[src/verilog/psfs_pkg.sv]
// Shared constants and types for the power supply fault supervisor
`default_nettype none
package psfs_pkg;

  // ----------------------------------------------------------------
  // Timebase
  // ----------------------------------------------------------------
  localparam real CLK_MHZ = 40.0;

  // ----------------------------------------------------------------
  // Times as printed, and their cycle counts (least times round up)
  // ----------------------------------------------------------------
  localparam real DEBOUNCE_MS = 38.0;
  localparam real UV_BLANK_MS = 75.0;
  localparam real TURNOFF_MS = 2.3;
  localparam real UV_GLITCH_US = 146.0;
  localparam real OV_GLITCH_US = 73.0;
  localparam real PG_SHORT_MS = 150.0;
  localparam real PG_LONG_MS = 300.0;
  localparam real PG_FALL_US = 150.0;

  localparam int DEBOUNCE_CYC = int'($ceil(DEBOUNCE_MS * 1000.0 * CLK_MHZ));
  localparam int UV_BLANK_CYC = int'($ceil(UV_BLANK_MS * 1000.0 * CLK_MHZ));
  localparam int TURNOFF_CYC = int'($ceil(TURNOFF_MS * 1000.0 * CLK_MHZ));
  localparam int UV_GLITCH_CYC = int'($ceil(UV_GLITCH_US * CLK_MHZ));
  localparam int OV_GLITCH_CYC = int'($ceil(OV_GLITCH_US * CLK_MHZ));
  localparam int PG_SHORT_CYC = int'($ceil(PG_SHORT_MS * 1000.0 * CLK_MHZ));
  localparam int PG_LONG_CYC = int'($ceil(PG_LONG_MS * 1000.0 * CLK_MHZ));
  localparam int PG_FALL_CYC = int'($ceil(PG_FALL_US * CLK_MHZ));

  // ----------------------------------------------------------------
  // Reset values and widths
  // ----------------------------------------------------------------
  localparam int CNT_W = 32;
  localparam int NUM_RAILS = 5;
  localparam int NUM_UV = 2;
  localparam logic REQ_RST = 1'b1;

  // ----------------------------------------------------------------
  // Types
  // ----------------------------------------------------------------
  // Comparator flags; the low NUM_UV bits are undervoltage flags
  typedef struct packed {
    logic ov_12v;
    logic ov_5v;
    logic ov_3v3;
    logic uv_5v;
    logic uv_3v3;
  } psfs_rail_flags_t;

  typedef enum logic [1:0] {
    PSFS_OFF = 2'b00,
    PSFS_BLANK = 2'b01,
    PSFS_RUN = 2'b11,
    PSFS_STOP = 2'b10
  } psfs_state_t;

endpackage
`default_nettype wire

[src/verilog/psfs_filter.sv]
// Asymmetric persistence filter: output follows input only after it has held
`timescale 1ns/1ps
`default_nettype none
module psfs_filter #(
  parameter int RISE_CYC = 1,
  parameter int FALL_CYC = 1,
  parameter logic RST_VAL = 1'b0
) (
  input wire logic clk_i,   // Timebase clock
  input wire logic rstn_i,  // Async reset, active low
  input wire logic raw_i,   // Unfiltered level
  output logic filt_o       // Filtered level
);

  logic [psfs_pkg::CNT_W-1:0] cnt_q;
  logic [psfs_pkg::CNT_W-1:0] cnt_d;
  logic filt_q;
  logic filt_d;
  logic [psfs_pkg::CNT_W-1:0] limit;

  always_comb
  begin
    limit = raw_i ? psfs_pkg::CNT_W'(RISE_CYC - 1) : psfs_pkg::CNT_W'(FALL_CYC - 1);
    cnt_d = '0;
    filt_d = filt_q;
    // Any return to the current level restarts the count, rejecting glitches
    if (raw_i != filt_q)
    begin
      if (cnt_q >= limit)
      begin
        filt_d = raw_i;
      end
      else
      begin
        cnt_d = cnt_q + psfs_pkg::CNT_W'(1);
      end
    end
  end

  always_ff @(posedge clk_i or negedge rstn_i)
  begin
    if (!rstn_i)
    begin
      cnt_q <= '0;
      filt_q <= RST_VAL;
    end
    else
    begin
      cnt_q <= cnt_d;
      filt_q <= filt_d;
    end
  end

  assign filt_o = filt_q;

endmodule
`default_nettype wire

[src/verilog/psfs_supervisor.sv]
// Power supply fault supervisor: on/off control, fault latch, power good
//
// Function
// A detected fault is latched, holding fault-protect high until a request rise or reset.
// Each on/off request transition must stay stable for 38 ms before it acts.
// Undervoltage is ignored for 75 ms after the debounced request goes low.
// After the debounced request goes high, fault-protect stays low 2.3 ms more, then goes high.
// Fault-protect is low, enabling rails, only while the request is low and no fault is latched; the code also holds it low in the STOP turn-off delay.
// Undervoltage on 3.3 V or 5 V persisting over 146 us latches a fault and drops power good.
// Overvoltage on 3.3 V, 5 V or 12 V held over 73 us latches a fault and drops power good.
// Fault-protect is high whenever the request is high or open; the code holds it low through the STOP turn-off delay first.
// Power good rises 150 ms or 300 ms after the power-good input and both rails are healthy.
// Power good drops once the input or a rail has been low for 150 us.
// Rail flags are synchronous inputs and all intervals are counted on the clock.
`timescale 1ns/1ps
`default_nettype none
module psfs_supervisor #(
  parameter logic LONG_PG_DELAY = 1'b0,                  // 1: long power good delay
  parameter int DEBOUNCE_CYC = psfs_pkg::DEBOUNCE_CYC,
  parameter int UV_BLANK_CYC = psfs_pkg::UV_BLANK_CYC,
  parameter int TURNOFF_CYC = psfs_pkg::TURNOFF_CYC,
  parameter int UV_GLITCH_CYC = psfs_pkg::UV_GLITCH_CYC,
  parameter int OV_GLITCH_CYC = psfs_pkg::OV_GLITCH_CYC,
  parameter int PG_SHORT_CYC = psfs_pkg::PG_SHORT_CYC,
  parameter int PG_LONG_CYC = psfs_pkg::PG_LONG_CYC,
  parameter int PG_FALL_CYC = psfs_pkg::PG_FALL_CYC
) (
  input wire logic clk_i,                          // Timebase clock, 40 MHz
  input wire logic rstn_i,                         // Async reset (supply loss), active low
  input wire logic on_off_request_n_i,             // Remote on/off pin, active low
  input wire logic power_good_in_i,                // Power-good input comparator, sync
  input wire psfs_pkg::psfs_rail_flags_t rail_i,   // Rail comparator flags, sync
  output logic fault_protect_n_o,                  // Fault-protect level, high = rails off
  output logic fault_protect_n_oe_o,               // Open-drain pull-low enable
  output logic power_good_out_o,                   // Power good level
  output logic power_good_out_oe_o,                // Open-drain pull-low enable
  output logic fault_latched_o                     // Fault latch state
);

  // ----------------------------------------------------------------
  // Request synchroniser and debounce
  // ----------------------------------------------------------------
  logic req_meta_q;
  logic req_sync_q;
  logic req_db_n;
  logic req_db_prev_q;
  logic req_rise;

  always_ff @(posedge clk_i or negedge rstn_i)
  begin
    if (!rstn_i)
    begin
      req_meta_q <= psfs_pkg::REQ_RST;
      req_sync_q <= psfs_pkg::REQ_RST;
      req_db_prev_q <= psfs_pkg::REQ_RST;
    end
    else
    begin
      req_meta_q <= on_off_request_n_i;
      req_sync_q <= req_meta_q;
      req_db_prev_q <= req_db_n;
    end
  end

  psfs_filter #(
    .RISE_CYC(DEBOUNCE_CYC),
    .FALL_CYC(DEBOUNCE_CYC),
    .RST_VAL(psfs_pkg::REQ_RST)
  ) u_req_db (
    .clk_i(clk_i),
    .rstn_i(rstn_i),
    .raw_i(req_sync_q),
    .filt_o(req_db_n)
  );

  assign req_rise = req_db_n & ~req_db_prev_q;

  // ----------------------------------------------------------------
  // Rail deglitch
  // ----------------------------------------------------------------
  logic [psfs_pkg::NUM_RAILS-1:0] rail_raw;
  logic [psfs_pkg::NUM_RAILS-1:0] rail_flt;
  logic uv_any;
  logic ov_any;

  assign rail_raw = rail_i;

  // Faults persist to assert but clear at once, so a recovering rail is not held bad
  for (genvar g = 0; g < psfs_pkg::NUM_RAILS; g++)
  begin : g_rail
    psfs_filter #(
      .RISE_CYC((g < psfs_pkg::NUM_UV) ? UV_GLITCH_CYC : OV_GLITCH_CYC),
      .FALL_CYC(1),
      .RST_VAL(1'b0)
    ) u_rail (
      .clk_i(clk_i),
      .rstn_i(rstn_i),
      .raw_i(rail_raw[g]),
      .filt_o(rail_flt[g])
    );
  end

  assign uv_any = |rail_flt[psfs_pkg::NUM_UV-1:0];
  assign ov_any = |rail_flt[psfs_pkg::NUM_RAILS-1:psfs_pkg::NUM_UV];

  // ----------------------------------------------------------------
  // Sequencer and fault latch
  // ----------------------------------------------------------------
  psfs_pkg::psfs_state_t state_q;
  psfs_pkg::psfs_state_t state_d;
  logic [psfs_pkg::CNT_W-1:0] tmr_q;
  logic [psfs_pkg::CNT_W-1:0] tmr_d;
  logic fault_q;
  logic fault_d;
  logic fault_set;

  // Undervoltage counts only in RUN, which starts after the turn-on blanking window
  assign fault_set = ov_any | (uv_any & (state_q == psfs_pkg::PSFS_RUN));

  always_comb
  begin
    state_d = state_q;
    tmr_d = '0;
    case (state_q)
      psfs_pkg::PSFS_OFF:
      begin
        if (!req_db_n)
        begin
          state_d = psfs_pkg::PSFS_BLANK;
        end
      end
      psfs_pkg::PSFS_BLANK:
      begin
        if (req_db_n)
        begin
          state_d = psfs_pkg::PSFS_STOP;
        end
        else if (tmr_q >= psfs_pkg::CNT_W'(UV_BLANK_CYC - 1))
        begin
          state_d = psfs_pkg::PSFS_RUN;
        end
        else
        begin
          tmr_d = tmr_q + psfs_pkg::CNT_W'(1);
        end
      end
      psfs_pkg::PSFS_RUN:
      begin
        if (req_db_n)
        begin
          state_d = psfs_pkg::PSFS_STOP;
        end
      end
      psfs_pkg::PSFS_STOP:
      begin
        if (!req_db_n)
        begin
          state_d = psfs_pkg::PSFS_BLANK;
        end
        else if (tmr_q >= psfs_pkg::CNT_W'(TURNOFF_CYC - 1))
        begin
          state_d = psfs_pkg::PSFS_OFF;
        end
        else
        begin
          tmr_d = tmr_q + psfs_pkg::CNT_W'(1);
        end
      end
      default:
      begin
        state_d = psfs_pkg::PSFS_OFF;
      end
    endcase
    // Set wins over the clearing edge so a coincident fault is kept
    fault_d = fault_set | (fault_q & ~req_rise);
  end

  always_ff @(posedge clk_i or negedge rstn_i)
  begin
    if (!rstn_i)
    begin
      state_q <= psfs_pkg::PSFS_OFF;
      tmr_q <= '0;
      fault_q <= 1'b0;
    end
    else
    begin
      state_q <= state_d;
      tmr_q <= tmr_d;
      fault_q <= fault_d;
    end
  end

  // ----------------------------------------------------------------
  // Power good delay and outputs
  // ----------------------------------------------------------------
  logic pg_raw;
  logic pg_flt;
  logic fpo_n_q;
  logic fpo_n_d;
  logic pg_q;
  logic pg_d;

  assign pg_raw = power_good_in_i & ~rail_raw[0] & ~rail_raw[1];

  psfs_filter #(
    .RISE_CYC(LONG_PG_DELAY ? PG_LONG_CYC : PG_SHORT_CYC),
    .FALL_CYC(PG_FALL_CYC),
    .RST_VAL(1'b0)
  ) u_pg (
    .clk_i(clk_i),
    .rstn_i(rstn_i),
    .raw_i(pg_raw),
    .filt_o(pg_flt)
  );

  always_comb
  begin
    fpo_n_d = (state_q == psfs_pkg::PSFS_OFF) | fault_q | fault_set;
    pg_d = pg_flt & ~fault_q & ~fault_set & (state_q == psfs_pkg::PSFS_RUN);
  end

  always_ff @(posedge clk_i or negedge rstn_i)
  begin
    if (!rstn_i)
    begin
      fpo_n_q <= 1'b1;
      pg_q <= 1'b0;
    end
    else
    begin
      fpo_n_q <= fpo_n_d;
      pg_q <= pg_d;
    end
  end

  assign fault_protect_n_o = fpo_n_q;
  assign fault_protect_n_oe_o = ~fpo_n_q;
  assign power_good_out_o = pg_q;
  assign power_good_out_oe_o = ~pg_q;
  assign fault_latched_o = fault_q;
endmodule
`default_nettype wire

[config.mk]
export PLATFORM = sky130hd
export DESIGN_NAME = psfs_supervisor
export DESIGN_NICKNAME = d
export VERILOG_FILES = /design/src/verilog/psfs_pkg.sv /design/src/verilog/psfs_filter.sv /design/src/verilog/psfs_supervisor.sv
export SDC_FILE = /design/constraint.sdc
export NUM_CORES = 1
export LEC_CHECK = 0
export ABC_AREA = 1
export BUFFER_PORTS_ARGS = -buffer_cell sky130_fd_sc_hd__buf_4
export CORE_ASPECT_RATIO = 1.5
export CORE_MARGIN = 2
export CORE_UTILIZATION = 55
export CTS_BUF_LIST = sky130_fd_sc_hd__clkbuf_16
export CTS_CLUSTER_SIZE = 8
export DETAILED_ROUTE_END_ITERATION = 8
export PLACE_DENSITY = 0.71
export SETUP_SLACK_MARGIN = 0.05
export SYNTH_ARGS = -nofsm -noshare
export SYNTH_HDL_FRONTEND = slang
export SYNTH_SLANG_ARGS = --single-unit
export TNS_END_PERCENT = 50
[constraint.sdc]
create_clock -name clk_i -period 2.3 [get_ports clk_i]
set_input_delay 0.115 -clock clk_i [delete_from_list [all_inputs] [get_ports clk_i]]
set_output_delay 0.115 -clock clk_i [all_outputs]
set_load 0.005 [all_outputs]
# Word-level counts from Yosys, hierarchy flattened
# Index checks and enable logic that the tools add are counted.
[totals] regBits=271 latchBits=0 mem_bits_rw=0 rom_bits=0 input_bits=9 elab_cells=116 mem_count=0
[classes] addsub=8 n_mul=0 div_mod_pow=0 n_lt_le_gt_ge=9 eq_ne=14 n_shift=0 muxes=32 bitwise=20 n_reduce_logical=11
[ops] op="2-to-1 mux 32 bit" n=18
[ops] op="adder 32 x 1 -> 32 bit, second input constant" n=8
[ops] op="greater-or-equal comparator 32 bit" n=6
[ops] op="case mux 32 bit (2 select lines)" n=1
[ops] op="2-to-1 mux 12 bit" n=3
[ops] op="greater-or-equal comparator 32 x 17 -> 1 bit, second input constant" n=1
[ops] op="greater-or-equal comparator 32 x 21 -> 1 bit, second input constant" n=1
[ops] op="greater-or-equal comparator 32 x 22 -> 1 bit, second input constant" n=1
[ops] op="2-to-1 mux 13 bit" n=2
[ops] op="2-to-1 mux 23 bit" n=1
[ops] op="AND reduction 2 bit" n=7
[ops] op="2-to-1 mux 2 bit" n=6
[ops] op="AND 1 bit" n=8
[ops] op="NOT 1 bit" n=8
[ops] op="case mux 2 bit (4 select lines)" n=1
[ops] op="!= test 1 bit" n=7
[ops] op="== test 2 bit, second input constant" n=2
[ops] op="OR 1 bit" n=4
[ops] op="AND reduction 4 bit" n=1
[ops] op="!= test 3 x 2 -> 1 bit, second input constant" n=1
[ops] op="!= test 3 bit, second input constant" n=1
[ops] op="OR reduction 3 bit" n=1
[ops] op="== test 2 x 1 -> 1 bit, second input constant" n=1
[ops] op="zero test 2 bit" n=1
[ops] op="3 further kinds" n=3

# Depth between registers and ports, before layout
# Gate-level depths: netlist (run 1).
[logic_depth] depth_word=7 mapped_depth=14 ltp_nobuf=14

# By module
# A second synthesis (run 1) with hierarchy kept.
[unflattened] hier_cells=1446 area_unflattened_um2=13302.8
[by_module_without_submodules] module="psfs_filter (g_rail[2].u_rail ...)" instances=3 cells_per_inst=150 area_each_um2=1508.9 seq_area_each_um2=825.8
[by_module_without_submodules] module="psfs_filter (g_rail[0].u_rail ...)" instances=2 cells_per_inst=164 area_each_um2=1636.6 seq_area_each_um2=825.8
[by_module_without_submodules] module="psfs_supervisor" instances=1 cells_per_inst=250 area_each_um2=2078.2 seq_area_each_um2=1006.0
[by_module_without_submodules] module="psfs_filter (u_pg)" instances=1 cells_per_inst=237 area_each_um2=1879.3 seq_area_each_um2=825.8
[by_module_without_submodules] module="psfs_filter (u_req_db)" instances=1 cells_per_inst=181 area_each_um2=1545.2 seq_area_each_um2=827.0

# Least setup slack after synthesis (run 1)
# No wires, ideal clock.
[synth_path] kind="input to register" start="input rail_i[1] (netlist bit)" end="register u_pg.cnt_q[5] (netlist bit)" setup_time_ps=71 arrival_time_ps=1860 required_time_ps=2229 slack_ps=369 cell_stages=12 path_cell_list="inv_1 > nand3_1 > ha_1 > a21oi_1 > o21a_1 > o21ai_1 > inv_1 > nand2_1 > nand2_1 > nand3_2 > buf_4 > nor2_1"
[synth_between] elab_chain_cells=6 word_cells_on_any_way=7
[synth_lines] element="from (decl)" line="psfs_supervisor.sv:32" rtl="input wire psfs_pkg::psfs_rail_flags_t rail_i,"
[synth_lines] element="NOT 1 bit *" line="psfs_supervisor.sv:204" rtl="assign pg_raw = power_good_in_i & ~rail_raw[0] & ~rail_raw[1];"
[synth_lines] element="AND 1 bit *" line="psfs_supervisor.sv:204"
[synth_lines] element="2-to-1 mux 23 bit" line="psfs_filter.sv:23" rtl="limit = raw_i ? psfs_pkg::CNT_W'(RISE_CYC - 1) : psfs_pkg::CNT_W'(FALL_CYC - 1);"
[synth_lines] element="greater-or-equal comparator 32 bit" line="psfs_filter.sv:29" rtl="if (cnt_q >= limit)"
[synth_lines] element="2-to-1 mux 32 bit" line="psfs_filter.sv:29"
[synth_lines] element="2-to-1 mux 32 bit *" line="psfs_filter.sv:27" rtl="if (raw_i != filt_q)"
[synth_lines] element="named net u_pg.cnt_d (one bit)" line="psfs_filter.sv:16" rtl="logic [psfs_pkg::CNT_W-1:0] cnt_d;"
[synth_lines] element="to (signal assigned)" line="psfs_filter.sv:49" rtl="cnt_q <= cnt_d;"
[synth_lines] element="to (decl)" line="psfs_filter.sv:15" rtl="logic [psfs_pkg::CNT_W-1:0] cnt_q;"
# The timed path passes the listed nets; every way through them passes the cells marked *.
# A chain may end at the register's enable or synchronous reset.

# Worst setup path in the final report (run 1)
[layout_path] start="input rail_i[4] (netlist bit)" end="register g_rail[4].u_rail.cnt_q[0] (netlist bit)"
[layout_between] elab_chain_cells=4 word_cells_on_any_way=5
[layout_lines] element="2-to-1 mux 12 bit" line="psfs_filter.sv:23"
[layout_lines] element="greater-or-equal comparator 32 bit" line="psfs_filter.sv:29"
[layout_lines] element="2-to-1 mux 32 bit" line="psfs_filter.sv:29"
[layout_lines] element="2-to-1 mux 32 bit *" line="psfs_filter.sv:27"
[layout_lines] element="named net g_rail[4].u_rail.cnt_d (one bit)" line="psfs_filter.sv:16"
[layout_lines] element="to (signal assigned)" line="psfs_filter.sv:49"
[layout_lines] element="to (decl)" line="psfs_filter.sv:15"
# Marks and branches as above.

==> results of run 1 <==
[power by group]
group	internal, uW	switching, uW	total, uW
combinational	150	327	477
clock	3060	1900	4960
sequential	4920	56.4	4970
[logic make-up after synthesis]
kind of cell    after synthesis  synth area share [%]
simple gates                754                 26.44
flops                       271                 53.41
buf+inv                     166                 5.110
xor+xnor                     92                 6.341
fa+ha+maj                    64                 6.301
compound gates               54                 2.373
other cells                   1               0.02951
[state kept, by name, summed over array words and instances (netlist names)]
register,count
u_pg.filt_o,1
power_good_out_o,1
tmr_q,32
fault_protect_n_o,1
u_pg.cnt_q,32
req_sync_q,1
fault_latched_o,1
g_rail.u_rail.cnt_q,160
u_req_db.cnt_q,32
req_meta_q,1
state_q,2
u_req_db.filt_o,1
req_db_prev_q,1
g_rail.u_rail.filt_o,5
[per-layer routing]
metal  wire length [um]  vias to the layer above  part of all wire, %  GRT usage [%]
met4                705                        0                  3.0          8.622
li1                   -                     4735                    -              -
met1               9383                     4453                   40          23.98
met5                  0                        -                    0              0
met3                764                       56                  3.2          3.262
met2              12700                      138                   54          39.06
[worst paths after layout]
path                       cells after the start                          to                      start
min in group clk_i                             2                  req_meta_q         on_off_request_n_i
max in group asynchronous                      3   g_rail[3].u_rail.cnt_q[9]                     rstn_i
setup reg to reg                               9   g_rail[1].u_rail.cnt_q[3]  g_rail[1].u_rail.cnt_q[7]
hold / removal                                 2  g_rail[1].u_rail.cnt_q[10]                     rstn_i
setup / recovery                              11   g_rail[4].u_rail.cnt_q[0]                  rail_i[4]
hold reg to reg                                0                  req_sync_q                 req_meta_q
[area by class of cell]
class,count,area (um2)
fill,1846,8071
sequential,271,6788
multi-input combinational,1086,5725
clock buffer,40,1001
inverter,149,559.3
tap,280,350.3
timing repair buffer,36,332.8
clock inverter,11,58.81
[worst register-to-register path, stage by stage (launching register included)]
cell and delay, ps:
dfrtp_1 420, ha_1 320, nand2_1 70, nor3_1 220
nand2_1 90, nand2_1 60, nand2_1 40, nand4_1 270
buf_4 240, nor3_1 60
[metrics by stage]
step,worst slack (ps),util [%],cell area (um2),hold slack [ps]
after floorplan,368.9,-,13160,-180.6
after global placement,133.0,59.80,13690,149.5
after detailed placement,74.87,59.80,13690,149.0
after CTS,282.2,64.73,14820,216.3
after global routing,55.33,64.73,14820,242.3
final,299.8,64.73,14820,184.9
[cells in the mapped netlist, drive strengths merged, types with 3 or more instances]
| cell | count |
|---|---|
| nor2 | 246 |
| a21oi | 21 |
| xnor2 | 28 |
| o21ai | 21 |
| nand3b | 3 |
| xor2 | 64 |
| buf | 13 |
| nor4 | 5 |
| clkbuf | 4 |
| inv | 149 |
| nand3 | 74 |
| o21bai | 3 |
| nand4 | 42 |
| or2 | 3 |
| dfstp | 5 |
| o21a | 4 |
| nor3 | 113 |
| ha | 64 |
| dfrtp | 266 |
| nand2 | 266 |
==> flow_metrics.tcl, run 1 <==
set metrics [dict create \
    status "finished clean" \
    cpMaxStageDelayCell "dlygate4sd3_1" \
    grt_pass1_wl_um 42480 \
    seq_area_frac_synth_pct 53.41 \
    leakagePower_uw 0.006786 \
    cp_num_buf_inv 3 \
    power_uw 10420 \
    ys_ff_latch 271 \
    worstSetupPathType "in2reg" \
    clockRootBuffer "clkbuf_16" \
    period_minus_slack_ps 2000 \
    numPortBuffers 13 \
    yosysTopAreaCell "dfrtp_1" \
    num_rows 68 \
    vias 9382 \
    crit_fanout 13 \
    dp_hpwl_um 16190 \
    gr-total-overflow 0 \
    hold_viol 0 \
    wl_um 23550 \
    grt_max_degree 84 \
    ctsResizeCount 0 \
    grt_setup_unrepaired "no" \
    crit_family "simple AND/OR/NAND/NOR gates" \
    arrival_ps 2410 \
    instances_no_fill 1873 \
    die-area_mm2 0.02436 \
    core_mm2 0.02289 \
    period_share_pct 86.96 \
    drc 0 \
    final_cell_mix "dfrtp_1, nand2_1, nor2_1, inv_1, conb_1" \
    first_iter_violations 389 \
    chipHeight_um 190.2 \
    peakVddDrop_mv 0.6910 \
    regToRegSetupSlack_ps 340 \
    synth_cell_type_count 39 \
    cts_buffers 39 \
    synth_edf_count 0 \
    worstPathRequired_ps 2710 \
    antenna_found_initial 0 \
    routed_via_density 5.009 \
    postCtsSetupBuffers 0 \
    yosys_warnings 0 \
    grtUsageTotal_pct 21.07 \
    grt_pass1_vias 9746 \
    fin_skew_ps 25.16 \
    cts_hold_buf 7 \
    drv_slew 0 \
    place_congestion 0.9006 \
    die_w_um 128.1 \
    start_util_pct 55.53 \
    cts_tree "built" \
    layout-drive-gt1-share_pct 6.591 \
    cp_slowest_stage_delay_ps 540 \
    final_nets 1656 \
    async_flop_share_pct 100.0 \
    cap_viol_max_count 0 \
    synthTopCellsByArea "dfrtp_1, nand2_1, nor2_1, ha_1, xor2_1" \
    worstPathCellList "dlygate4sd3_1 -> buf_4 -> inv_1 -> ha_1 -> nand2_1 -> nand2_1 -> nand2_1 -> nand3_1 -> nor2_1 -> nand3_1 -> nor2_1" \
    syn_to_final_growth_pct 16.58 \
    worstMarginPinSlew_ps 1205 \
    maxSlewHeadroom_pct 19.11 \
    io_pins 14 \
    routedWlPerCell_um 12.58 \
    fin_setup_tns_ps 0 \
    syn_area_per_cell_um2 9.065 \
    postSynthCellCount 1402 \
    netlist.area_leader.share_pct 52.38 \
    num_antenna_cells 0 \
    syn-cell-area_mm2 0.01271 \
    hold_class "in2async" \
    cts.clk_slew.worst_paths_ps 50 \
    clock_sinks 271 \
    setup_viol 0 \
    cp-end-kind "register" \
    fmax_mhz 500.0 \
    clk_latency_ps 520 \
    worst_path_most_repeated_cell "nand2_1" \
    drtAntennaViolNets 0 \
    synth_ff_type "dfrtp_1" \
    cts_max_level 2 \
    p_per_area_mw_per_mm2 703.0 \
    layout_commonest_cell "dfrtp_1" \
    cts_buffer_depth 3 \
    dpl.cell_count 1815 \
    crit_path_start_kind "input port" \
    first_pass_iters 4 \
]
No activity file was read; power rests on OpenSTA's default activity.
==> inputs of run 2 (changes only) <==
Settings changed: CTS_CLUSTER_SIZE 8 to 40, REMOVE_ABC_BUFFERS set to 1.
==> flow_metrics.tcl, run 2 (synthesized netlist as in run 1, its figures left out) <==
set metrics [dict create \
    die_w_um 128.1 \
    arrival_ps 2450 \
    cts_buffers 27 \
    status "finished clean" \
    vias 9277 \
    met3_usage_pct 2.559 \
    io_pins 14 \
    cts_buffer_depth 3 \
    peakVddDrop_mv 0.5388 \
    drv_slew 0 \
    grt_setup_unrepaired "no" \
    numPortBuffers 13 \
    cap_viol_max_count 0 \
    maxSlewHeadroom_pct 19.73 \
    cts_max_level 1 \
    top_usage_layer "met2" \
    final_nets 1641 \
    worstMarginPinSlew_ps 1195 \
    wl_um 22950 \
    num_rows 68 \
    place_congestion 0.9275 \
    fin_skew_ps 18.94 \
    period_minus_slack_ps 2042 \
    core_mm2 0.02289 \
    hold_class "in2async" \
    drc 0 \
    fillers 1914 \
    layout-drive-gt1-share_pct 6.167 \
    grt_pass1_vias 9649 \
    crit_fanout 24 \
    chipHeight_um 190.2 \
    first_pass_iters 4 \
    fmax_mhz 489.6 \
    grt_pass1_wl_um 41500 \
    clock_sinks 271 \
    multiInputGateArea_mm2 0.005731 \
    crit_path_start_kind "input port" \
    routed_via_density 4.964 \
    worstSetupPathType "in2reg" \
    worstPathRequired_ps 2700 \
    p_per_area_mw_per_mm2 657.9 \
    dpl.cell_count 1812 \
    instances_no_fill 1869 \
    layout_commonest_cell "dfrtp_1" \
    cts_tree "built" \
    register_area_mm2 0.006788 \
    dp_hpwl_um 16250 \
    routedWlPerCell_um 12.28 \
    gr-total-overflow 0 \
    fin_setup_tns_ps 0 \
    grtUsageTotal_pct 20.28 \
    grtUsageMet1_pct 23.75 \
    postCtsSetupBuffers 0 \
    syn_to_final_growth_pct 14.74 \
    largest_reg_flops 160 \
    first_iter_violations 396 \
    leakagePower_uw 0.006629 \
    antenna_found_initial 0 \
    hold_viol 0 \
    final_cell_mix "dfrtp_1, nand2_1, nor2_1, inv_1, conb_1" \
    grt_max_degree 77 \
    grt_use_met2_pct 37.99 \
    cts.clk_slew.worst_paths_ps 60 \
    drtAntennaViolNets 0 \
    clockRootBuffer "clkbuf_16" \
    setup_viol 0 \
    period_share_pct 88.80 \
    cp-end-kind "register" \
    start_util_pct 55.53 \
    die-area_mm2 0.02436 \
    num_antenna_cells 0 \
    clk_latency_ps 530 \
    largest-register "g_rail.u_rail.cnt_q" \
]
-- run 2: critical path: stages --
cell and delay (ps):
dlygate4sd3_1 530, buf_4 150, inv_1 70, nand3_2 240, ha_1 420, nand2_1 60
o21a_1 180, o21ai_1 70, inv_1 50, nand2_1 60, nand2_1 80, nand3_2 70
buf_4 260, nor2_1 70
-- run 2: routing by layer --
layer | vias to the layer above | routed length [um]
met2 | 110 | 12230
li1 | 4714 | -
met1 | 4400 | 9485
met3 | 53 | 592
met4 | 0 | 636
met5 | - | 0
-- run 2: power breakdown --
group	internal [uW]	leakage [uW]	total, uW	switching [uW]
registers	4900	0.00347	4960	57.6
clock network	2360	0.000410	4160	1800
logic	147	0.00275	469	322
total	7410	0.00663	9590	2180
-- run 2: metrics by stage --
step	power (uW)	utilization [%]	hold slack [ps]	cell area [um2]	setup WS (ps)
finish	9594	63.71	94.20	14580	257.5
CTS	9718	63.69	106.0	14580	64.04
floorplan	5297	-	-180.6	13070	297.8
global placement	5490	59.70	76.16	13660	72.21
detailed placement	5511	59.70	85.66	13660	18.39
global route	10010	63.71	123.9	14580	58.83
-- run 2: cell type report --
class	count	share of cell area, %
Clock inverter	23	1.150
Tap cell	280	2.403
Sequential cell	271	46.55
Inverter	149	3.836
Timing Repair Buffer	33	2.128
Multi-Input combinational cell	1086	39.30
Clock buffer	27	4.634
-- run 2: path summary, 6_finish.rpt --
path                                                    to                      start  slack [ps]  depth (start not counted)
worst min-delay path                    u_req_db.cnt_q[24]                     rstn_i          90                          2
worst max-delay path                         u_pg.cnt_q[1]                  rail_i[0]         260                         14
worst min register to register                  req_sync_q                 req_meta_q         360                          0
min in group clk_i                             u_pg.filt_o            power_good_in_i         200                          5
worst max register to register  g_rail[4].u_rail.cnt_q[10]  g_rail[4].u_rail.cnt_q[6]         370                          9
max in group asynchronous       g_rail[3].u_rail.cnt_q[10]                     rstn_i        1420                          3
-- run 2: timing repair --
| action | 4_1_cts | 5_1_grt |
|---|---|---|
| hold buffers | 7 | 0 |
| resized for setup | 0 | 1 |
| hold endpoints to repair | 220 | 0 |
| endpoints found under the setup margin | 0 | 24 |
==> inputs of run 3 (changes only) <==
Clock period 2.3 ns to 2.1 ns, I/O delays scaled along.
==> flow_metrics.tcl, run 3 (synthesized netlist as in run 1, its figures left out) <==
set metrics [dict create \
    setup_viol 0 \
    grtUsageTotal_pct 19.96 \
    clk_latency_ps 530 \
    cts_tree "built" \
    num_rows 68 \
    cts.clk_slew.worst_paths_ps 60 \
    status "finished clean" \
    io_pins 14 \
    numPortBuffers 13 \
    cpMaxStageDelayCell "dlygate4sd3_1" \
    drc 0 \
    layout-drive-gt1-share_pct 6.951 \
    grt_pass1_vias 9493 \
    die-area_mm2 0.02436 \
    cp_slowest_stage_delay_ps 540 \
    fillers 1886 \
    setup.worst_path.start "rail_i[1]" \
    period_share_pct 89.33 \
    arrival_ps 2290 \
    syn_to_final_growth_pct 15.88 \
    peakVddDrop_mv 0.6772 \
    grt_setup_unrepaired "yes" \
    die_w_um 128.1 \
    fin_setup_tns_ps 0 \
    period_minus_slack_ps 1876 \
    leakagePower_uw 0.006664 \
    cp-end-kind "register" \
    fmax_mhz 533.1 \
    power_uw 10680 \
    core_mm2 0.02289 \
    worstSetupPathType "in2reg" \
    grt_max_degree 64 \
    drv_slew 0 \
    worst_path_most_repeated_cell "inv_1" \
    antenna_found_initial 0 \
    place_congestion 0.9039 \
    grt_pass1_wl_um 40700 \
    layout_commonest_cell "dfrtp_1" \
    hold_class "in2async" \
    routed_via_density 4.953 \
    clock_sinks 271 \
    rr_startpoint "tmr_q[0]" \
    clockRootBuffer "clkbuf_16" \
    largest_reg_flops 160 \
    final_cell_mix "dfrtp_1, nand2_1, nor2_1, inv_1, conb_1" \
    maxSlewHeadroom_pct 20.34 \
    first_iter_violations 410 \
    largest-register "g_rail.u_rail.cnt_q" \
    cap_viol_max_count 0 \
    worstPathRequired_ps 2510 \
    wl_um 22920 \
    cts_buffer_depth 3 \
    worstMarginPinSlew_ps 1186 \
    first_pass_iters 5 \
    stdcell_area_mm2 0.01473 \
    dp_hpwl_um 16390 \
    routedWlPerCell_um 12.21 \
    cts_max_level 1 \
    p_per_area_mw_per_mm2 725.1 \
    worstPathCellList "dlygate4sd3_1 -> buf_4 -> inv_1 -> nand3_1 -> buf_6 -> inv_1 -> ha_1 -> nand4_1 -> o21ai_1 -> inv_1 -> nand2_1 -> nand2_1 -> nand3_2 -> buf_12 -> nor2_1" \
    hold_viol 0 \
    chipHeight_um 190.2 \
    crit_fanout 24 \
    fin_skew_ps 16.72 \
    vias 9297 \
    place_area_mm2 0.01371 \
    drtAntennaViolNets 0 \
    cts_buffers 27 \
    crit_path_start_kind "input port" \
    start_util_pct 55.53 \
    gr-total-overflow 0 \
    num_antenna_cells 0 \
    final_nets 1649 \
]
[run 3: cell types whose count changed in the layout (fill, tap and decap cells not counted), sizes merged]
cell	change
bufinv	+1
clkinv	-6
buf	+8
inv	+3
clkinvlp	+2
[run 3: report_power, final]
part           switching (uW)  total, uW  leakage, uW  internal (uW)
combinational             360        526      0.00277            166
clock                    1990       4720     0.000426           2730
sequential               61.1       5430      0.00347           5370
[run 3: metal layers]
layer / routed length [um] / track usage [%] / share of wire [%]
met5: 0 / 0 / 0
met4: 489 / 5.452 / 2.1
met3: 600 / 2.418 / 2.6
met2: 12530 / 38.77 / 55
met1: 9301 / 22.74 / 41
[run 3: path summary, 6_finish.rpt]
check                      depth (start not counted)                         to  slack, ps
max reg2reg                                       12                  tmr_q[15]        260
min                                                2         u_req_db.cnt_q[24]         90
min reg2reg                                        0                 req_sync_q        360
max in group asynchronous                          3  g_rail[2].u_rail.cnt_q[3]       1200
max                                               15             u_pg.cnt_q[15]        220
min in group clk_i                                 6                u_pg.filt_o        180
[run 3: per-stage QoR]
stage | cells | utilization [%] | hold WS [ps] | worst slack (ps)
2_1_floorplan | 1506 | - | -190.6 | 107.8
3_3_place_gp | 1817 | 59.92 | 64.71 | 235.2
3_5_place_dp | 1817 | 59.92 | 72.03 | 170.4
4_1_cts | 1874 | 64.07 | 94.55 | 164.8
5_1_grt | 1877 | 64.35 | 118.1 | 20.03
6_report | 1877 | 64.35 | 90.51 | 224.2
[run 3: worst max-delay path, delay by kind of cell]
kind                       cells  cell delay, ps
and+or+nand+nor                6             490
AOI/OAI and AO/OA              1             160
buffers and inverters          7            1210
adders and majority gates      1             290
[run 3: cell type report]
cell class                      count  area, um2  area share [%]
Clock buffer                       27      675.6           4.588
Clock inverter                     23      203.9           1.385
Inverter                          149      559.3           3.798
Multi-Input combinational cell   1086       5763           39.13
Sequential cell                   271       6788           46.09
Tap cell                          280      350.3           2.379
Timing Repair Buffer               41      386.6           2.625
[run 3: timing repair]
action	4_1_cts	5_1_grt
hold endpoints to repair	245	0
buffers inserted	0	3
endpoints found under the setup margin	0	56
hold buffers	7	0
gates resized for setup	0	5
